===== config.mk =====
export PLATFORM = sky130hd
export DESIGN_NAME = system_clock_slew_divider
export DESIGN_NICKNAME = d
export VERILOG_FILES = /design/src/design/slew_pkg.sv /design/src/design/system_clock_slew_divider.sv
export SDC_FILE = /design/constraint.sdc
export NUM_CORES = 1
export LEC_CHECK = 0
export BUFFER_PORTS_ARGS = -buffer_cell sky130_fd_sc_hd__buf_4
export CAP_MARGIN = 20
export CORE_MARGIN = 4
export CORE_UTILIZATION = 45
export CTS_CLUSTER_DIAMETER = 50
export CTS_CLUSTER_SIZE = 10
export DETAILED_ROUTE_END_ITERATION = 8
export PLACE_DENSITY = 0.72
export SYNTH_ARGS = -nofsm -noshare
export SYNTH_HDL_FRONTEND = slang
export SYNTH_SLANG_ARGS = --single-unit

===== constraint.sdc =====
create_clock -name sys_clk -period 2.7 [get_ports sys_clk]
set_clock_uncertainty 0.05 [all_clocks]
set_input_delay 0 -clock sys_clk [delete_from_list [all_inputs] [get_ports sys_clk]]
set_output_delay 0 -clock sys_clk [all_outputs]
set_load 0.01 [all_outputs]

===== src/design/slew_pkg.sv =====
// Purpose: shared constants for the system clock slew and post-divider block
// Assumes: one 32-bit control/status word reached over Avalon-MM
// Notes:   step hold length is an implementation figure, kept small

package slew_pkg;

    // ****************************************************************
    // register map
    // ****************************************************************
    localparam logic [3:0] ADDR_CLOCK_SLEW_CONTROL = 4'h0;
    localparam int ADDR_W = 4;

    // ****************************************************************
    // field positions of clock_slew_control
    // ****************************************************************
    localparam int POST_DIV_LSB = 16;
    localparam int POST_DIV_W = 4;
    localparam int STEP_LIMIT_LSB = 8;
    localparam int STEP_LIMIT_W = 3;
    localparam int UP_EN_BIT = 2;
    localparam int DOWN_EN_BIT = 1;
    localparam int ACTIVE_BIT = 0;

    // ****************************************************************
    // values after reset
    // ****************************************************************
    localparam logic [3:0] POST_DIV_RST = 4'h0;
    localparam logic [2:0] STEP_LIMIT_RST = 3'h2;
    localparam logic UP_EN_RST = 1'b1;
    localparam logic DOWN_EN_RST = 1'b0;

    // ****************************************************************
    // timing
    // ****************************************************************
    localparam int CLK_FREQ_HZ = 40000000;
    localparam int STEP_HOLD_NS = 400;
    localparam int STEP_HOLD_CYCLES_RAW =
        (STEP_HOLD_NS * (CLK_FREQ_HZ / 1000000) + 999) / 1000;
    localparam int STEP_HOLD_CYCLES = (STEP_HOLD_CYCLES_RAW < 1) ? 1 : STEP_HOLD_CYCLES_RAW;
    localparam logic [7:0] STEP_HOLD_LAST = 8'(STEP_HOLD_CYCLES - 1);

    // ****************************************************************
    // divider widths
    // ****************************************************************
    localparam int DIV_W = 8;
    localparam logic [7:0] DIV_ONE = 8'h01;

    typedef enum logic {
        SLEW_IDLE,
        SLEW_STEPPING
    } slew_state_t;

endpackage : slew_pkg


===== src/design/system_clock_slew_divider.sv =====
// Purpose: steps the main system clock rate through power-of-two divisors during a
//          frequency change and applies a programmable post-divider afterwards
// Assumes: one clock sys_clk at 40 MHz, synchronous active-high reset srst,
//          change requests come from logic on the same clock
// Notes:   the divided clock is delivered as a one-cycle enable pulse
//
// Overview of operation
// - The final clock rate is the system clock divided by the post-divider code plus one.
// - With both slew enables cleared the post-divider is ignored and the divisor is one.
// - The step limit code n sets the largest slew divisor 2^n, with code 000 using none.
// - A downward change walks the slew divisors upward, 2 then 4 up to the limit.
// - An upward change is slewed only while the upward enable is set, which resets to one.
// - A downward change is slewed only while the downward enable is set, resetting to zero.
// - The read-only active bit is set while slewing and cleared once the final rate holds.
//
// Added by the designer: the Avalon-MM slave port and the register addresses.

`timescale 1ns/100ps

module system_clock_slew_divider
    import slew_pkg::*;
(
    input wire logic sys_clk, // system clock, 40 MHz
    input wire logic srst, // synchronous reset, active high
    input wire logic [3:0] avs_address, // byte address
    input wire logic avs_read, // read request
    input wire logic avs_write, // write request
    input wire logic [31:0] avs_writedata, // write data
    input wire logic [3:0] avs_byteenable, // byte lanes
    output logic [31:0] avs_readdata, // read data
    output logic avs_waitrequest, // stall while not yet answered
    input wire logic freq_change_req, // one-cycle pulse: start a frequency change
    input wire logic freq_change_up, // direction of that change, 1 = higher rate
    output logic main_clk_en, // one-cycle enable at the divided rate
    output logic [7:0] active_divisor, // divisor now applied
    output logic slew_active // slewing in progress
);

    // ****************************************************************
    // helpers
    // ****************************************************************
    function automatic logic [7:0] pow2_div(input logic [2:0] exp);
        pow2_div = 8'h01 << exp;
    endfunction : pow2_div

    function automatic logic lane_on(input logic [3:0] be, input int bit_pos);
        lane_on = be[bit_pos / 8];
    endfunction : lane_on

    // ****************************************************************
    // register state
    // ****************************************************************
    logic [3:0] system_clock_post_divider_ff;
    logic [2:0] slew_step_limit_ff;
    logic upward_slew_enable_ff;
    logic downward_slew_enable_ff;
    logic busy_ff;
    logic ack_ff;
    logic [31:0] rdata_ff;

    slew_state_t state_ff;
    logic [2:0] step_exp_ff;
    logic [2:0] limit_ff;
    logic dir_up_ff;
    logic [7:0] hold_cnt_ff;
    logic [7:0] div_cnt_ff;
    logic [7:0] divisor_ff;
    logic clk_en_ff;

    logic access;
    logic reg_hit;
    logic wr_take;
    logic start_slew;
    logic step_done;
    logic last_step;
    logic [7:0] final_div;
    logic [7:0] nxt_divisor;
    logic [31:0] ctrl_word;

    // ****************************************************************
    // bus slave: one wait state on every access
    // ****************************************************************
    assign access = avs_read | avs_write;
    assign reg_hit = (avs_address == ADDR_CLOCK_SLEW_CONTROL);
    assign avs_waitrequest = access & ~ack_ff;
    assign wr_take = avs_write & ack_ff & reg_hit;

    always_ff @(posedge sys_clk) begin
        if (srst) begin
            ack_ff <= 1'b0;
        end else begin
            ack_ff <= access & ~ack_ff;
        end
    end

    always_comb begin
        ctrl_word = 32'h0000_0000;
        ctrl_word[POST_DIV_LSB +: POST_DIV_W] = system_clock_post_divider_ff;
        ctrl_word[STEP_LIMIT_LSB +: STEP_LIMIT_W] = slew_step_limit_ff;
        ctrl_word[UP_EN_BIT] = upward_slew_enable_ff;
        ctrl_word[DOWN_EN_BIT] = downward_slew_enable_ff;
        ctrl_word[ACTIVE_BIT] = busy_ff;
    end

    // read data captured in the wait cycle so it stands when waitrequest drops
    always_ff @(posedge sys_clk) begin
        if (srst) begin
            rdata_ff <= 32'h0000_0000;
        end else if (avs_read & ~ack_ff) begin
            rdata_ff <= reg_hit ? ctrl_word : 32'h0000_0000;
        end
    end
    assign avs_readdata = rdata_ff;

    // ****************************************************************
    // control fields
    // ****************************************************************
    always_ff @(posedge sys_clk) begin
        if (srst) begin
            system_clock_post_divider_ff <= POST_DIV_RST;
            slew_step_limit_ff <= STEP_LIMIT_RST;
            upward_slew_enable_ff <= UP_EN_RST;
            downward_slew_enable_ff <= DOWN_EN_RST;
        end else if (wr_take) begin
            if (lane_on(avs_byteenable, POST_DIV_LSB)) begin
                system_clock_post_divider_ff <= avs_writedata[POST_DIV_LSB +: POST_DIV_W];
            end
            if (lane_on(avs_byteenable, STEP_LIMIT_LSB)) begin
                slew_step_limit_ff <= avs_writedata[STEP_LIMIT_LSB +: STEP_LIMIT_W];
            end
            if (lane_on(avs_byteenable, UP_EN_BIT)) begin
                upward_slew_enable_ff <= avs_writedata[UP_EN_BIT];
                downward_slew_enable_ff <= avs_writedata[DOWN_EN_BIT];
            end
        end
    end

    // ****************************************************************
    // final divisor
    // ****************************************************************
    always_comb begin
        if (!upward_slew_enable_ff && !downward_slew_enable_ff) begin
            final_div = DIV_ONE;
        end else begin
            final_div = 8'({4'h0, system_clock_post_divider_ff}) + DIV_ONE;
        end
    end

    // ****************************************************************
    // slew sequencer
    // ****************************************************************
    // a request with the matching enable clear, or limit 000, switches at once
    assign start_slew = freq_change_req && (state_ff == SLEW_IDLE)
        && (slew_step_limit_ff != 3'h0)
        && (freq_change_up ? upward_slew_enable_ff : downward_slew_enable_ff);
    assign step_done = (hold_cnt_ff == STEP_HOLD_LAST);
    assign last_step = dir_up_ff ? (step_exp_ff == 3'h1) : (step_exp_ff == limit_ff);

    always_ff @(posedge sys_clk) begin
        if (srst) begin
            state_ff <= SLEW_IDLE;
            step_exp_ff <= 3'h0;
            limit_ff <= 3'h0;
            dir_up_ff <= 1'b0;
            hold_cnt_ff <= 8'h00;
        end else begin
            case (state_ff)
                SLEW_IDLE: begin
                    hold_cnt_ff <= 8'h00;
                    if (start_slew) begin
                        state_ff <= SLEW_STEPPING;
                        limit_ff <= slew_step_limit_ff;
                        dir_up_ff <= freq_change_up;
                        // upward starts at the largest divisor, downward at 2
                        step_exp_ff <= freq_change_up ? slew_step_limit_ff : 3'h1;
                    end
                end
                SLEW_STEPPING: begin
                    if (step_done) begin
                        hold_cnt_ff <= 8'h00;
                        if (last_step) begin
                            state_ff <= SLEW_IDLE;
                        end else if (dir_up_ff) begin
                            step_exp_ff <= step_exp_ff - 3'h1;
                        end else begin
                            step_exp_ff <= step_exp_ff + 3'h1;
                        end
                    end else begin
                        hold_cnt_ff <= hold_cnt_ff + 8'h01;
                    end
                end
                default: begin
                    state_ff <= SLEW_IDLE;
                end
            endcase
        end
    end

    // active rises with the request and falls as the final divisor takes over
    always_ff @(posedge sys_clk) begin
        if (srst) begin
            busy_ff <= 1'b0;
        end else if (start_slew) begin
            busy_ff <= 1'b1;
        end else if (state_ff == SLEW_STEPPING && step_done && last_step) begin
            busy_ff <= 1'b0;
        end
    end

    // ****************************************************************
    // clock divider
    // ****************************************************************
    always_comb begin
        if (start_slew) begin
            nxt_divisor = pow2_div(freq_change_up ? slew_step_limit_ff : 3'h1);
        end else if (state_ff == SLEW_STEPPING && !(step_done && last_step)) begin
            if (step_done) begin
                nxt_divisor = pow2_div(dir_up_ff ? step_exp_ff - 3'h1 : step_exp_ff + 3'h1);
            end else begin
                nxt_divisor = pow2_div(step_exp_ff);
            end
        end else begin
            nxt_divisor = final_div;
        end
    end

    // the counter restarts on a divisor change and an enable pulse is issued at once
    always_ff @(posedge sys_clk) begin
        if (srst) begin
            divisor_ff <= DIV_ONE;
            div_cnt_ff <= 8'h00;
            clk_en_ff <= 1'b0;
        end else begin
            divisor_ff <= nxt_divisor;
            if (nxt_divisor != divisor_ff || div_cnt_ff >= divisor_ff - DIV_ONE) begin
                div_cnt_ff <= 8'h00;
                clk_en_ff <= 1'b1;
            end else begin
                div_cnt_ff <= div_cnt_ff + 8'h01;
                clk_en_ff <= 1'b0;
            end
        end
    end

    assign main_clk_en = clk_en_ff;
    assign active_divisor = divisor_ff;
    assign slew_active = busy_ff;

endmodule : system_clock_slew_divider


## After elaboration in Yosys (flattened, before gate mapping)

Index checks and enable logic that the tools add are counted.

- Register bits: 76
- Bits in latches: 0
- RAM bits: 0
- Bits in read-only memories: 0
- Bits of input ports: 46
- Output and inout bits: 43
- Logic and storage cells: 82
- Memories kept: 0

- Add/sub/neg operators: 6
- Multipliers: 0
- Div/mod/pow operators: 0
- $lt $le $gt $ge: 1
- Equal/unequal tests: 7
- Shift operators: 3
- Muxes and demuxes: 22
- Bitwise logic cells: 7
- Reduce and logical (&&, ||, !) cells: 21

Operators by type and width:

| operator | number |
|---|---|
| 8-bit 2-to-1 mux | 4 |
| 1-bit by 3-bit << shifter with 8-bit output, first input constant | 3 |
| 20-bit 2-to-1 mux | 1 |
| 8-bit by 1-bit adder with 8-bit output, second input constant | 2 |
| 8-bit one-hot mux with 2 select lines | 1 |
| 3-bit 2-to-1 mux | 5 |
| 8-bit by 4-bit equality test with 1-bit output, second input constant | 1 |
| 8-bit greater-or-equal comparator | 1 |
| 1-bit logical AND | 8 |
| 1-bit 2-to-1 mux | 8 |
| 8-bit inequality test | 1 |
| 2-bit AND reduction | 4 |
| 8-bit by 1-bit subtractor with 8-bit output, second input constant | 1 |
| 3-bit one-hot mux with 2 select lines | 1 |
| 4-bit by 1-bit adder with 5-bit output, second input constant | 1 |
| 5-bit 2-to-1 mux | 1 |
| 1-bit bitwise AND | 4 |
| 4-bit logical NOT | 1 |
| 2-bit inequality test, second input constant | 2 |
| 3-bit by 1-bit adder with 3-bit output, second input constant | 1 |
| 3-bit by 1-bit equality test with 1-bit output, second input constant | 1 |
| 3-bit equality test | 1 |
| 1-bit logical NOT | 3 |
| 3-bit AND reduction | 1 |
| other kinds (9) | 10 |

## Depth between registers and ports, before layout

Gate-level depths: netlist of run 1.

- Word-level depth: 10
- Mapped depth: 11

## Worst setup path after synthesis of run 1

OpenSTA, ideal clock, no wires.

- Path type: reg2reg
- From: reg step_exp_ff[0]
- To: reg clk_en_ff, in the netlist main_clk_en
- Library setup time: 0.120 ns
- Data arrival time: 2.834 ns
- Required time: 2.530 ns
- Slack: -0.304 ns
- Cell stages (with the launch flop): 11
- Buffers on the path: 1
- Period minus slack after synthesis: 3.004 ns
- Cells stage by stage: dfxtp_1 > clkbuf_1 > inv_1 > ha_1 > or3_1 > a211oi_1 > o31ai_1 > a211oi_1 > xnor2_1 > nand4_4 > o31a_1

- Cells in the longest elaborated chain, start to end: 10
- Elaborated cells on any way between the ends: 17
- Classes of those cells: add/sub: 2; eq/ne: 3; shift: 2; mux: 6; reduce/logical: 4

Ends and longest elaborated chain:

| element | RTL line | source |
|---|---|---|
| start, declared | system_clock_slew_divider.sv:62 | `logic [2:0] step_exp_ff;` |
| start signal, assigned | system_clock_slew_divider.sv:175 | `step_exp_ff <= freq_change_up ? slew_step_limit_ff : 3'h1;` |
| start signal, assigned | system_clock_slew_divider.sv:184 | `step_exp_ff <= step_exp_ff - 3'h1;` |
| start signal, assigned | system_clock_slew_divider.sv:186 | `step_exp_ff <= step_exp_ff + 3'h1;` |
| parallel branches: the longest is 5 deep, another holds 3-bit by 1-bit adder with 3-bit output | n/a |  |
| 8-bit 2-to-1 mux * | system_clock_slew_divider.sv:216 | `end else if (state_ff == SLEW_STEPPING && !(step_done && last_step)) begin` |
| 8-bit 2-to-1 mux * | system_clock_slew_divider.sv:214 | `if (start_slew) begin` |
| 8-bit inequality test * | system_clock_slew_divider.sv:235 | `if (nxt_divisor != divisor_ff \|\| div_cnt_ff >= divisor_ff - DIV_ONE) begin` |
| 1-bit logical OR * | system_clock_slew_divider.sv:235 |  |
| 1-bit 2-to-1 mux * | system_clock_slew_divider.sv:235 |  |
| end signal, assigned | system_clock_slew_divider.sv:232 | `clk_en_ff <= 1'b0;` |
| end signal, assigned | system_clock_slew_divider.sv:237 | `clk_en_ff <= 1'b1;` |
| end signal, assigned | system_clock_slew_divider.sv:240 | `clk_en_ff <= 1'b0;` |
| end, declared | system_clock_slew_divider.sv:68 | `logic clk_en_ff;` |

Mark *: on every way between the ends.
A chain may end at the register's enable or synchronous reset.

## Final worst setup path of run 1

- From: reg hold_cnt_ff[5]
- To: reg clk_en_ff, in the netlist main_clk_en

- Cells in the longest elaborated chain, start to end: 9
- Elaborated cells on any way between the ends: 10
- Classes of those cells: eq/ne: 2; mux: 4; reduce/logical: 4

Ends and longest elaborated chain:

| element | RTL line | source |
|---|---|---|
| start, declared | system_clock_slew_divider.sv:65 | `logic [7:0] hold_cnt_ff;` |
| start signal, assigned | system_clock_slew_divider.sv:189 | `hold_cnt_ff <= hold_cnt_ff + 8'h01;` |
| 8-bit by 4-bit equality test with 1-bit output * | system_clock_slew_divider.sv:156 | `assign step_done = (hold_cnt_ff == STEP_HOLD_LAST);` |
| 1-bit logical AND | system_clock_slew_divider.sv:216 |  |
| 1-bit logical NOT | system_clock_slew_divider.sv:216 |  |
| 1-bit logical AND | system_clock_slew_divider.sv:216 |  |
| 8-bit 2-to-1 mux * | system_clock_slew_divider.sv:216 |  |
| 8-bit 2-to-1 mux * | system_clock_slew_divider.sv:214 |  |
| 8-bit inequality test * | system_clock_slew_divider.sv:235 |  |
| 1-bit logical OR * | system_clock_slew_divider.sv:235 |  |
| 1-bit 2-to-1 mux * | system_clock_slew_divider.sv:235 |  |

Mark *: on every way between the ends. The rest lies on a longest branch, timed or not.

==> summary by stage, run 1 <==
Clock tree
The CTS tree is done. The root buffer cell is clkbuf_8. Clock tree synthesis inserted a total of 5 buffers. The count of clock tree sinks is 54.

The maximum level of the CTS H-tree is 2. The clock insertion delay at the later pin of the skew report is 330 ps. The clock slew seen by the registers of the worst setup and hold paths is 100 ps.

The maximum clock path buffer count is 2.

Place
Before CTS, the worst setup slack after placement is -98.33 ps. The area after detailed placement is 4144 sq um. Buffers placed on the I/O ports in this run total 42. Detailed placement ended at an HPWL of 7392 um. The placer congestion estimate is 0.9130.

Power and ir drop
The power per cell area is 378.2 nW/um^2. The worst-case IR drop observed on VDD is 0.2433 mV. The analysis attributes to cell leakage a power of 1.862 nW.

Yosys
Summed over all instances, the cell type with the most area after synthesis is dfxtp_1. The flip-flop and latch count after synthesis is 54. Sorting the synthesized cells by area gives the leading types as dfxtp_1, ha_1, nor2_1. Counting instances in the post-synthesis netlist gives the leading cell types as dfxtp_1, nor2_1, nand2_1, nand3_1, a21oi_1. The post-synthesis instance area is 3508 sq um.

After synthesis, the netlist uses 66 different library cells. After technology mapping, the gate count stands at 428. The number of enable flip-flop cells after synthesis is 0. The share of the synthesized area in the top cell type is 30.81%. The share of the yosys chip area belonging to registers is 30.81%.

The per-instance average area after synthesis is 8.197 sq um. In the synthesized netlist the async set-or-reset flop fraction comes to 0%. Yosys instantiated no cell more often than dfxtp_1.

The Yosys step of the flow raised 0 warnings. The dominant synthesized flop cell is dfxtp_1.

Status
The checks that failed: negative setup slack. The flow ran to the end, but the final reports show violations.

STA
Setup violations remaining at the end of the flow were counted as 1. The final-report max-slew violation count is 0. Once routing completed, OpenROAD measured the worst setup slack at -30.55 ps. On the final layout, the worst hold slack is 36.52 ps. Adding up every negative setup slack in the final design gives -30.55 ps. Subtracting the final worst setup slack from the clock period gives 2731 ps. Setup repair after global routing could not meet its margin everywhere. In the finished design, the share of the clock period the worst path needs comes to 101.1%. The highest clock rate is 0.3662 GHz.

The number of failing hold endpoints at the final stage came to 0.

Critical path
The setup check on the worst reg-to-reg path leaves a slack of -30 ps. On the worst path, the slowest cell contributes a delay of 540 ps. The cell repeated most along the worst path is or4_4. STA classifies the critical path endpoint as a flip-flop.

For the worst setup path, the data arrival time is 2900 ps. The beginning of the worst register-to-register path is hold_cnt_ff[5]. The worst setup path is launched from a flip-flop. The critical register-to-register path endpoint is main_clk_en. For this design, the slowest cell found on the critical path is or4_4.

The critical path goes through or4_4 -> or4_4 -> a221oi_4 -> buf_6 -> a32oi_2 -> a32oi_4 -> nand4_4 -> o31a_1. The cell class contributing the biggest share of worst-path delay is simple AND/OR/NAND/NOR gates. The critical path buffer and inverter count is 1. For the worst setup path, the data required time is 2870 ps. Of all nets on the critical path, the largest fanout is 6. The number of cells on the worst reg-to-reg path is 8. The classification of the worst setup path is flip-flop to flip-flop.

Min path
The worst hold path class is primary input to flip-flop. The path with the worst hold slack has its endpoint at system_clock_post_divider_ff[3]. The cell count of the worst hold path is 4.

The worst hold path begins at avs_byteenable[2].

Layout
The flip-flop and latch area is 1082 sq um. The area taken by multi-input logic gates is 2347 sq um. The growth of design area from synthesis to finish is 33.24%. After filler insertion, the fill cell instance count of the layout stands at 631. Once layout is complete, the utilization of the core stands at 63.10%. The post-layout net count is 594. 0 antenna diodes ended up in the layout.

The final instance area is 4674 sq um. In the final layout, the share of cells above drive strength 1 is 25.84%.

Global route
The wire length of the first global-routing pass is 16260 um. The via count of the first global-routing pass is 3366. The initial antenna violation count was 0. Global routing consumed, over all layers together, 22.31% of the routing resources. The total grt overflow is 0. Entering global routing, the biggest net connects 43 pins.

Floorplanning
The die area is 9273 sq um. The floorplan row count is 31. For this configuration, the core starts out at a cell density of 47.36%. The number of top-level design ports is 89.

The placeable core region is 7408 sq um. The die is 96.30 um wide. The vertical die dimension is 96.30 um.

Drt
In this run, the number of DRC markers left after iteration 0 of detailed routing was 319. After detailed routing, the total wire length is 10340 um. Using the TritonRoute via totals, the vias-per-cell ratio works out to 5.750.

The pre-antenna-repair detailed-routing pass consisted of 5 iterations. After detailed routing, the number of remaining DRC violations is 0. The remaining number of nets flagged by the antenna check after routing is 0. After detailed routing, the average wire length per cell comes to 16.34 um. For this block, the via count after detailed routing is 3640.

Flow run
Across the run, the number of max-cap violations was 0.
==> sequential cells by signal (all words and copies together), names as in the netlist <==
signal,flops
avs_readdata,10
active_divisor,8
div_cnt_ff,8
hold_cnt_ff,8
system_clock_post_divider_ff,4
limit_ff,3
slew_step_limit_ff,3
step_exp_ff,3
ack_ff,1
dir_up_ff,1
downward_slew_enable_ff,1
main_clk_en,1
slew_active,1
state_ff,1
upward_slew_enable_ff,1
==> worst max path at each step <==
stage,start,endpoint,depth (start not counted)
global placement,hold_cnt_ff[5],main_clk_en,7
CTS,hold_cnt_ff[5],div_cnt_ff[1],8
finish,hold_cnt_ff[5],main_clk_en,8
global route,hold_cnt_ff[5],main_clk_en,8
detailed placement,hold_cnt_ff[5],div_cnt_ff[3],7
floorplan,hold_cnt_ff[5],main_clk_en,8
==> routing by layer <==
layer,part of all wire [%],track usage [%]
met5,0,0
met4,2.1,7.827
met3,7.2,3.362
met2,50,37.55
met1,41,28.94
==> metrics by stage <==
step / power [mW] / instances
after floorplan: 1.095 / 449
after global placement: 1.222 / 594
after detailed placement: 1.232 / 594
after CTS: 1.738 / 632
after global routing: 1.838 / 633
final: 1.768 / 633
==> worst min-delay path: cells and delay by family <==
kind            cells  cell delay (ps)
compound gates      1               70
buf+inv             1              110
simple gates        2              180
==> cell usage in the layout (no fill, tap or decap), types with 7 or more instances in the layout <==
master / synthesis / final
inv_1: 9 / 9
nor3_1: 10 / 8
dfxtp_1: 54 / 53
o21ai_0: 11 / 10
xor2_1: 14 / 14
nand4_1: 8 / 8
a22oi_1: 11 / 11
nand2_1: 36 / 35
a21oi_1: 24 / 24
ha_1: 15 / 13
nor2_1: 46 / 45
nand3_1: 27 / 27
xnor2_1: 15 / 14
dlygate4sd3_1: 0 / 28
nor4_1: 8 / 7
buf_4: 22 / 90
conb_1: 1 / 22
==> area by class of cell <==
type	count	area share (%)
multi-input cells	342	50.21
clock buffers	5	1.472
flip-flops and latches	54	23.15
inverters	9	0.7227
repair buffers	121	21.17
well taps	99	2.650
clock inverters	3	0.6156
==> where the power goes <==
| part | internal (mW) | switching (mW) | total [mW] |
|---|---|---|---|
| clock network | 0.193 | 0.304 | 0.497 |
| registers | 0.814 | 0.0185 | 0.833 |
| logic | 0.195 | 0.243 | 0.439 |
==> logic make-up after synthesis <==
group | after synthesis | synth area share, %
compound gates | 91 | 19.40
xor+xnor | 29 | 7.240
fa+ha+maj | 15 | 5.350
buf+inv | 53 | 8.060
flops | 54 | 30.81
mux | 8 | 2.354
other cells | 1 | 0.1069
simple gates | 177 | 26.68
==> what timing repair did <==
item | in CTS | in global routing
hold buffers | 28 | 0
gates resized for setup | 5 | 20
endpoints found under the hold margin | 11 | 0
endpoints found under the setup margin | 9 | 9
setup buffers | 2 | 1
pin swaps | 5 | 9
gates cloned | 0 | 0
Power figures use the tool's default switching activity.
==> run 2: changes to the inputs <==
- HOLD_SLACK_MARGIN: default -> 0.12
==> run 2 against run 1 <==
Effect of this change:
- the run still ends with negative setup slack left
- clock-buffer cell count is the same
- register-to-register slack is essentially flat
- setup slack worse by 7.7 ps
- power is 0.16% higher
- critical path type unchanged
- highest routed layer unchanged
==> summary by stage, run 2 (synthesis gave the netlist of run 1 again) <==
Status
Run status: complete, but fails checks (unchanged). Failing checks: negative setup slack (unchanged).

STA
The worst slack on hold paths is 247.1 ps (was 36.52 ps). The final setup TNS was -44.94 ps (was -30.55 ps). The highest clock rate is 0.3652 GHz (was 0.3662 GHz). The worst setup slack after layout is -38.26 ps (was -30.55 ps). The final-report max-slew violation count is 0 (unchanged). The final period demand of the worst path came to 2738 ps (was 2731 ps). The post-route fraction of the period consumed by the critical path was 101.4% (was 101.1%). Setup repair after global routing missed its margin: true (unchanged). The final count of negative-setup-slack endpoints is 2 (was 1). The number of failing hold endpoints at the final stage is 0 (unchanged).

Clock tree
The clock slew seen by the registers of the worst setup and hold paths came to 110 ps (was 100 ps). The clock insertion delay at the later pin of the skew report was 320 ps (was 330 ps). The maximum clock path buffer count is 2 (unchanged). The root buffer cell is clkbuf_8 (unchanged). The CTS tree is done (unchanged). The maximum level of the CTS H-tree came to 2 (unchanged). The number of clock buffers inserted by TritonCTS came to 5 (unchanged). The count of clock tree sinks is 54 (unchanged).

Drt
The detail-routed via count per cell is 5.801 (was 5.750). The remaining design rule violation count was 0 (unchanged). The routed length per instance is 16.48 um (was 16.34 um). The detailed-route via count was 3695 (was 3640).

The number of iterations in the first detailed-routing pass is 6 (was 5). The final wirelength was 10500 um (was 10340 um). The remaining number of nets flagged by the antenna check after routing came to 0 (unchanged).

The number of violations reported at the end of detailed-routing iteration 0 is 371 (was 319).

Critical path
The largest fanout on the critical path is 6 (unchanged). The data required time at the worst endpoint is 2870 ps (about the same). The nature of the critical path endpoint is a flip-flop (unchanged). The classification of the worst setup path is flip-flop to flip-flop (unchanged). The data arrival time of the critical path is 2900 ps (about the same). The element type at the critical path start is a flip-flop (unchanged).

Floorplanning
The vertical die dimension was 96.30 um (unchanged). The starting utilization of the core area is 47.36% (unchanged). The floorplan row count was 31 (unchanged). The number of top-level design ports is 89 (unchanged). The placeable core region is 7408 sq um (unchanged). The die width is 96.30 um (unchanged).

The die area came to 9273 sq um (unchanged).

Layout
The most common cell after layout, fill and taps aside is buf_4 (unchanged). Most frequent cells in the layout: buf_4, dfxtp_1, nor2_1 (unchanged). The count of inserted antenna diode cells is 0 (unchanged). The growth of design area from synthesis to finish is 34.38% (was 33.24%). The flip-flop count of the largest register after layout is 10 (unchanged).

The final instance area is 4715 sq um (was 4674 sq um). The filler cell count in the final layout is 619 (was 631). The post-layout net count is 598 (was 594).

The utilization after layout is 63.64% (was 63.10%). The fraction of layout instances using a drive strength above 1 is 25.65% (was 25.84%).

Place
The count of input and output buffers came to 42 (unchanged). The placer congestion estimate is 0.9130 (unchanged). The final HPWL from detailed placement was 7392 um (unchanged). The area after detailed placement is 4144 sq um (unchanged).

Power and ir drop
The peak ir drop on the vdd network is 0.2428 mV (was 0.2433 mV). The cell leakage power is 1.886 nW (was 1.862 nW). The power per cell area is 375.6 nW/um^2 (was 378.2 nW/um^2).

Global route
The initial antenna violation count is 0 (unchanged). The pin count of the biggest net entering global routing is 43 (unchanged). The via count of the first global-routing pass is 3409 (was 3366). The wire length of the first global-routing pass was 16620 um (was 16260 um).

The total grt overflow is 0 (unchanged). The total track usage is 22.93% (was 22.31%).

Flow run
The max-capacitance violation count is 0 (unchanged).

Min path
The worst hold path class was primary input to flip-flop (unchanged).
run 2: cell types whose count changed in the layout (fill, tap and decap cells not counted), sizes merged:
cell,change
dlygate4sd3,+4
run 2: final cells by class:
class,instances,area [sq um],area share (%)
Tap cell,99,123.9,2.627
Timing Repair Buffer,125,1030,21.84
Clock buffer,5,68.82,1.460
Sequential cell,54,1082,22.96
Inverter,9,33.78,0.7166
Multi-Input combinational cell,342,2347,49.79
Clock inverter,3,28.78,0.6104
run 2: worst max-delay path, cell delays in order, from the launching register on:
cell and delay, ps:
dfxtp_2 330, or4_4 540, or4_4 510, a221oi_4 240, buf_6 170, a32oi_2 80
a32oi_4 240, nand4_4 190, o31a_1 280
run 2: what timing repair did:
item	4_1_cts	5_1_grt
pin swaps	5	9
hold endpoints to repair	33	0
resized for setup	5	20
endpoints found under the setup margin	9	9
buffers inserted	2	1
hold buffers	32	0
run 2: power breakdown:
group	switching, mW	internal [mW]	leakage, nW
clock network	0.304	0.193	0.0502
registers	0.0185	0.814	0.438
logic	0.244	0.197	1.40
total	0.566	1.20	1.89
run 2: final timing paths:
check | start | endpoint | slack, ps | depth (start not counted)
setup / recovery | hold_cnt_ff[5] | main_clk_en | -40 | 8
hold / removal | freq_change_req | active_divisor[7] | 250 | 4
setup reg to reg | hold_cnt_ff[5] | main_clk_en | -40 | 8
hold reg to reg | hold_cnt_ff[0] | hold_cnt_ff[0] | 410 | 1
run 2: through the flow:
step           instances  setup WS [ps]  total power [mW]
2_1_floorplan        449         -83.74             1.095
3_3_place_gp         594         -36.71             1.222
3_5_place_dp         594         -98.33             1.232
4_1_cts              636         -88.75             1.741
5_1_grt              637         -118.1             1.841
6_report             637         -38.26             1.771
run 2: per-layer routing:
metal	vias up	global-route usage [%]	share of wire [%]
met3	30	4.066	7.4
met4	0	8.762	2.5
met1	1756	29.70	40
met5	-	0	0
met2	179	37.84	50
li1	1730	-	-
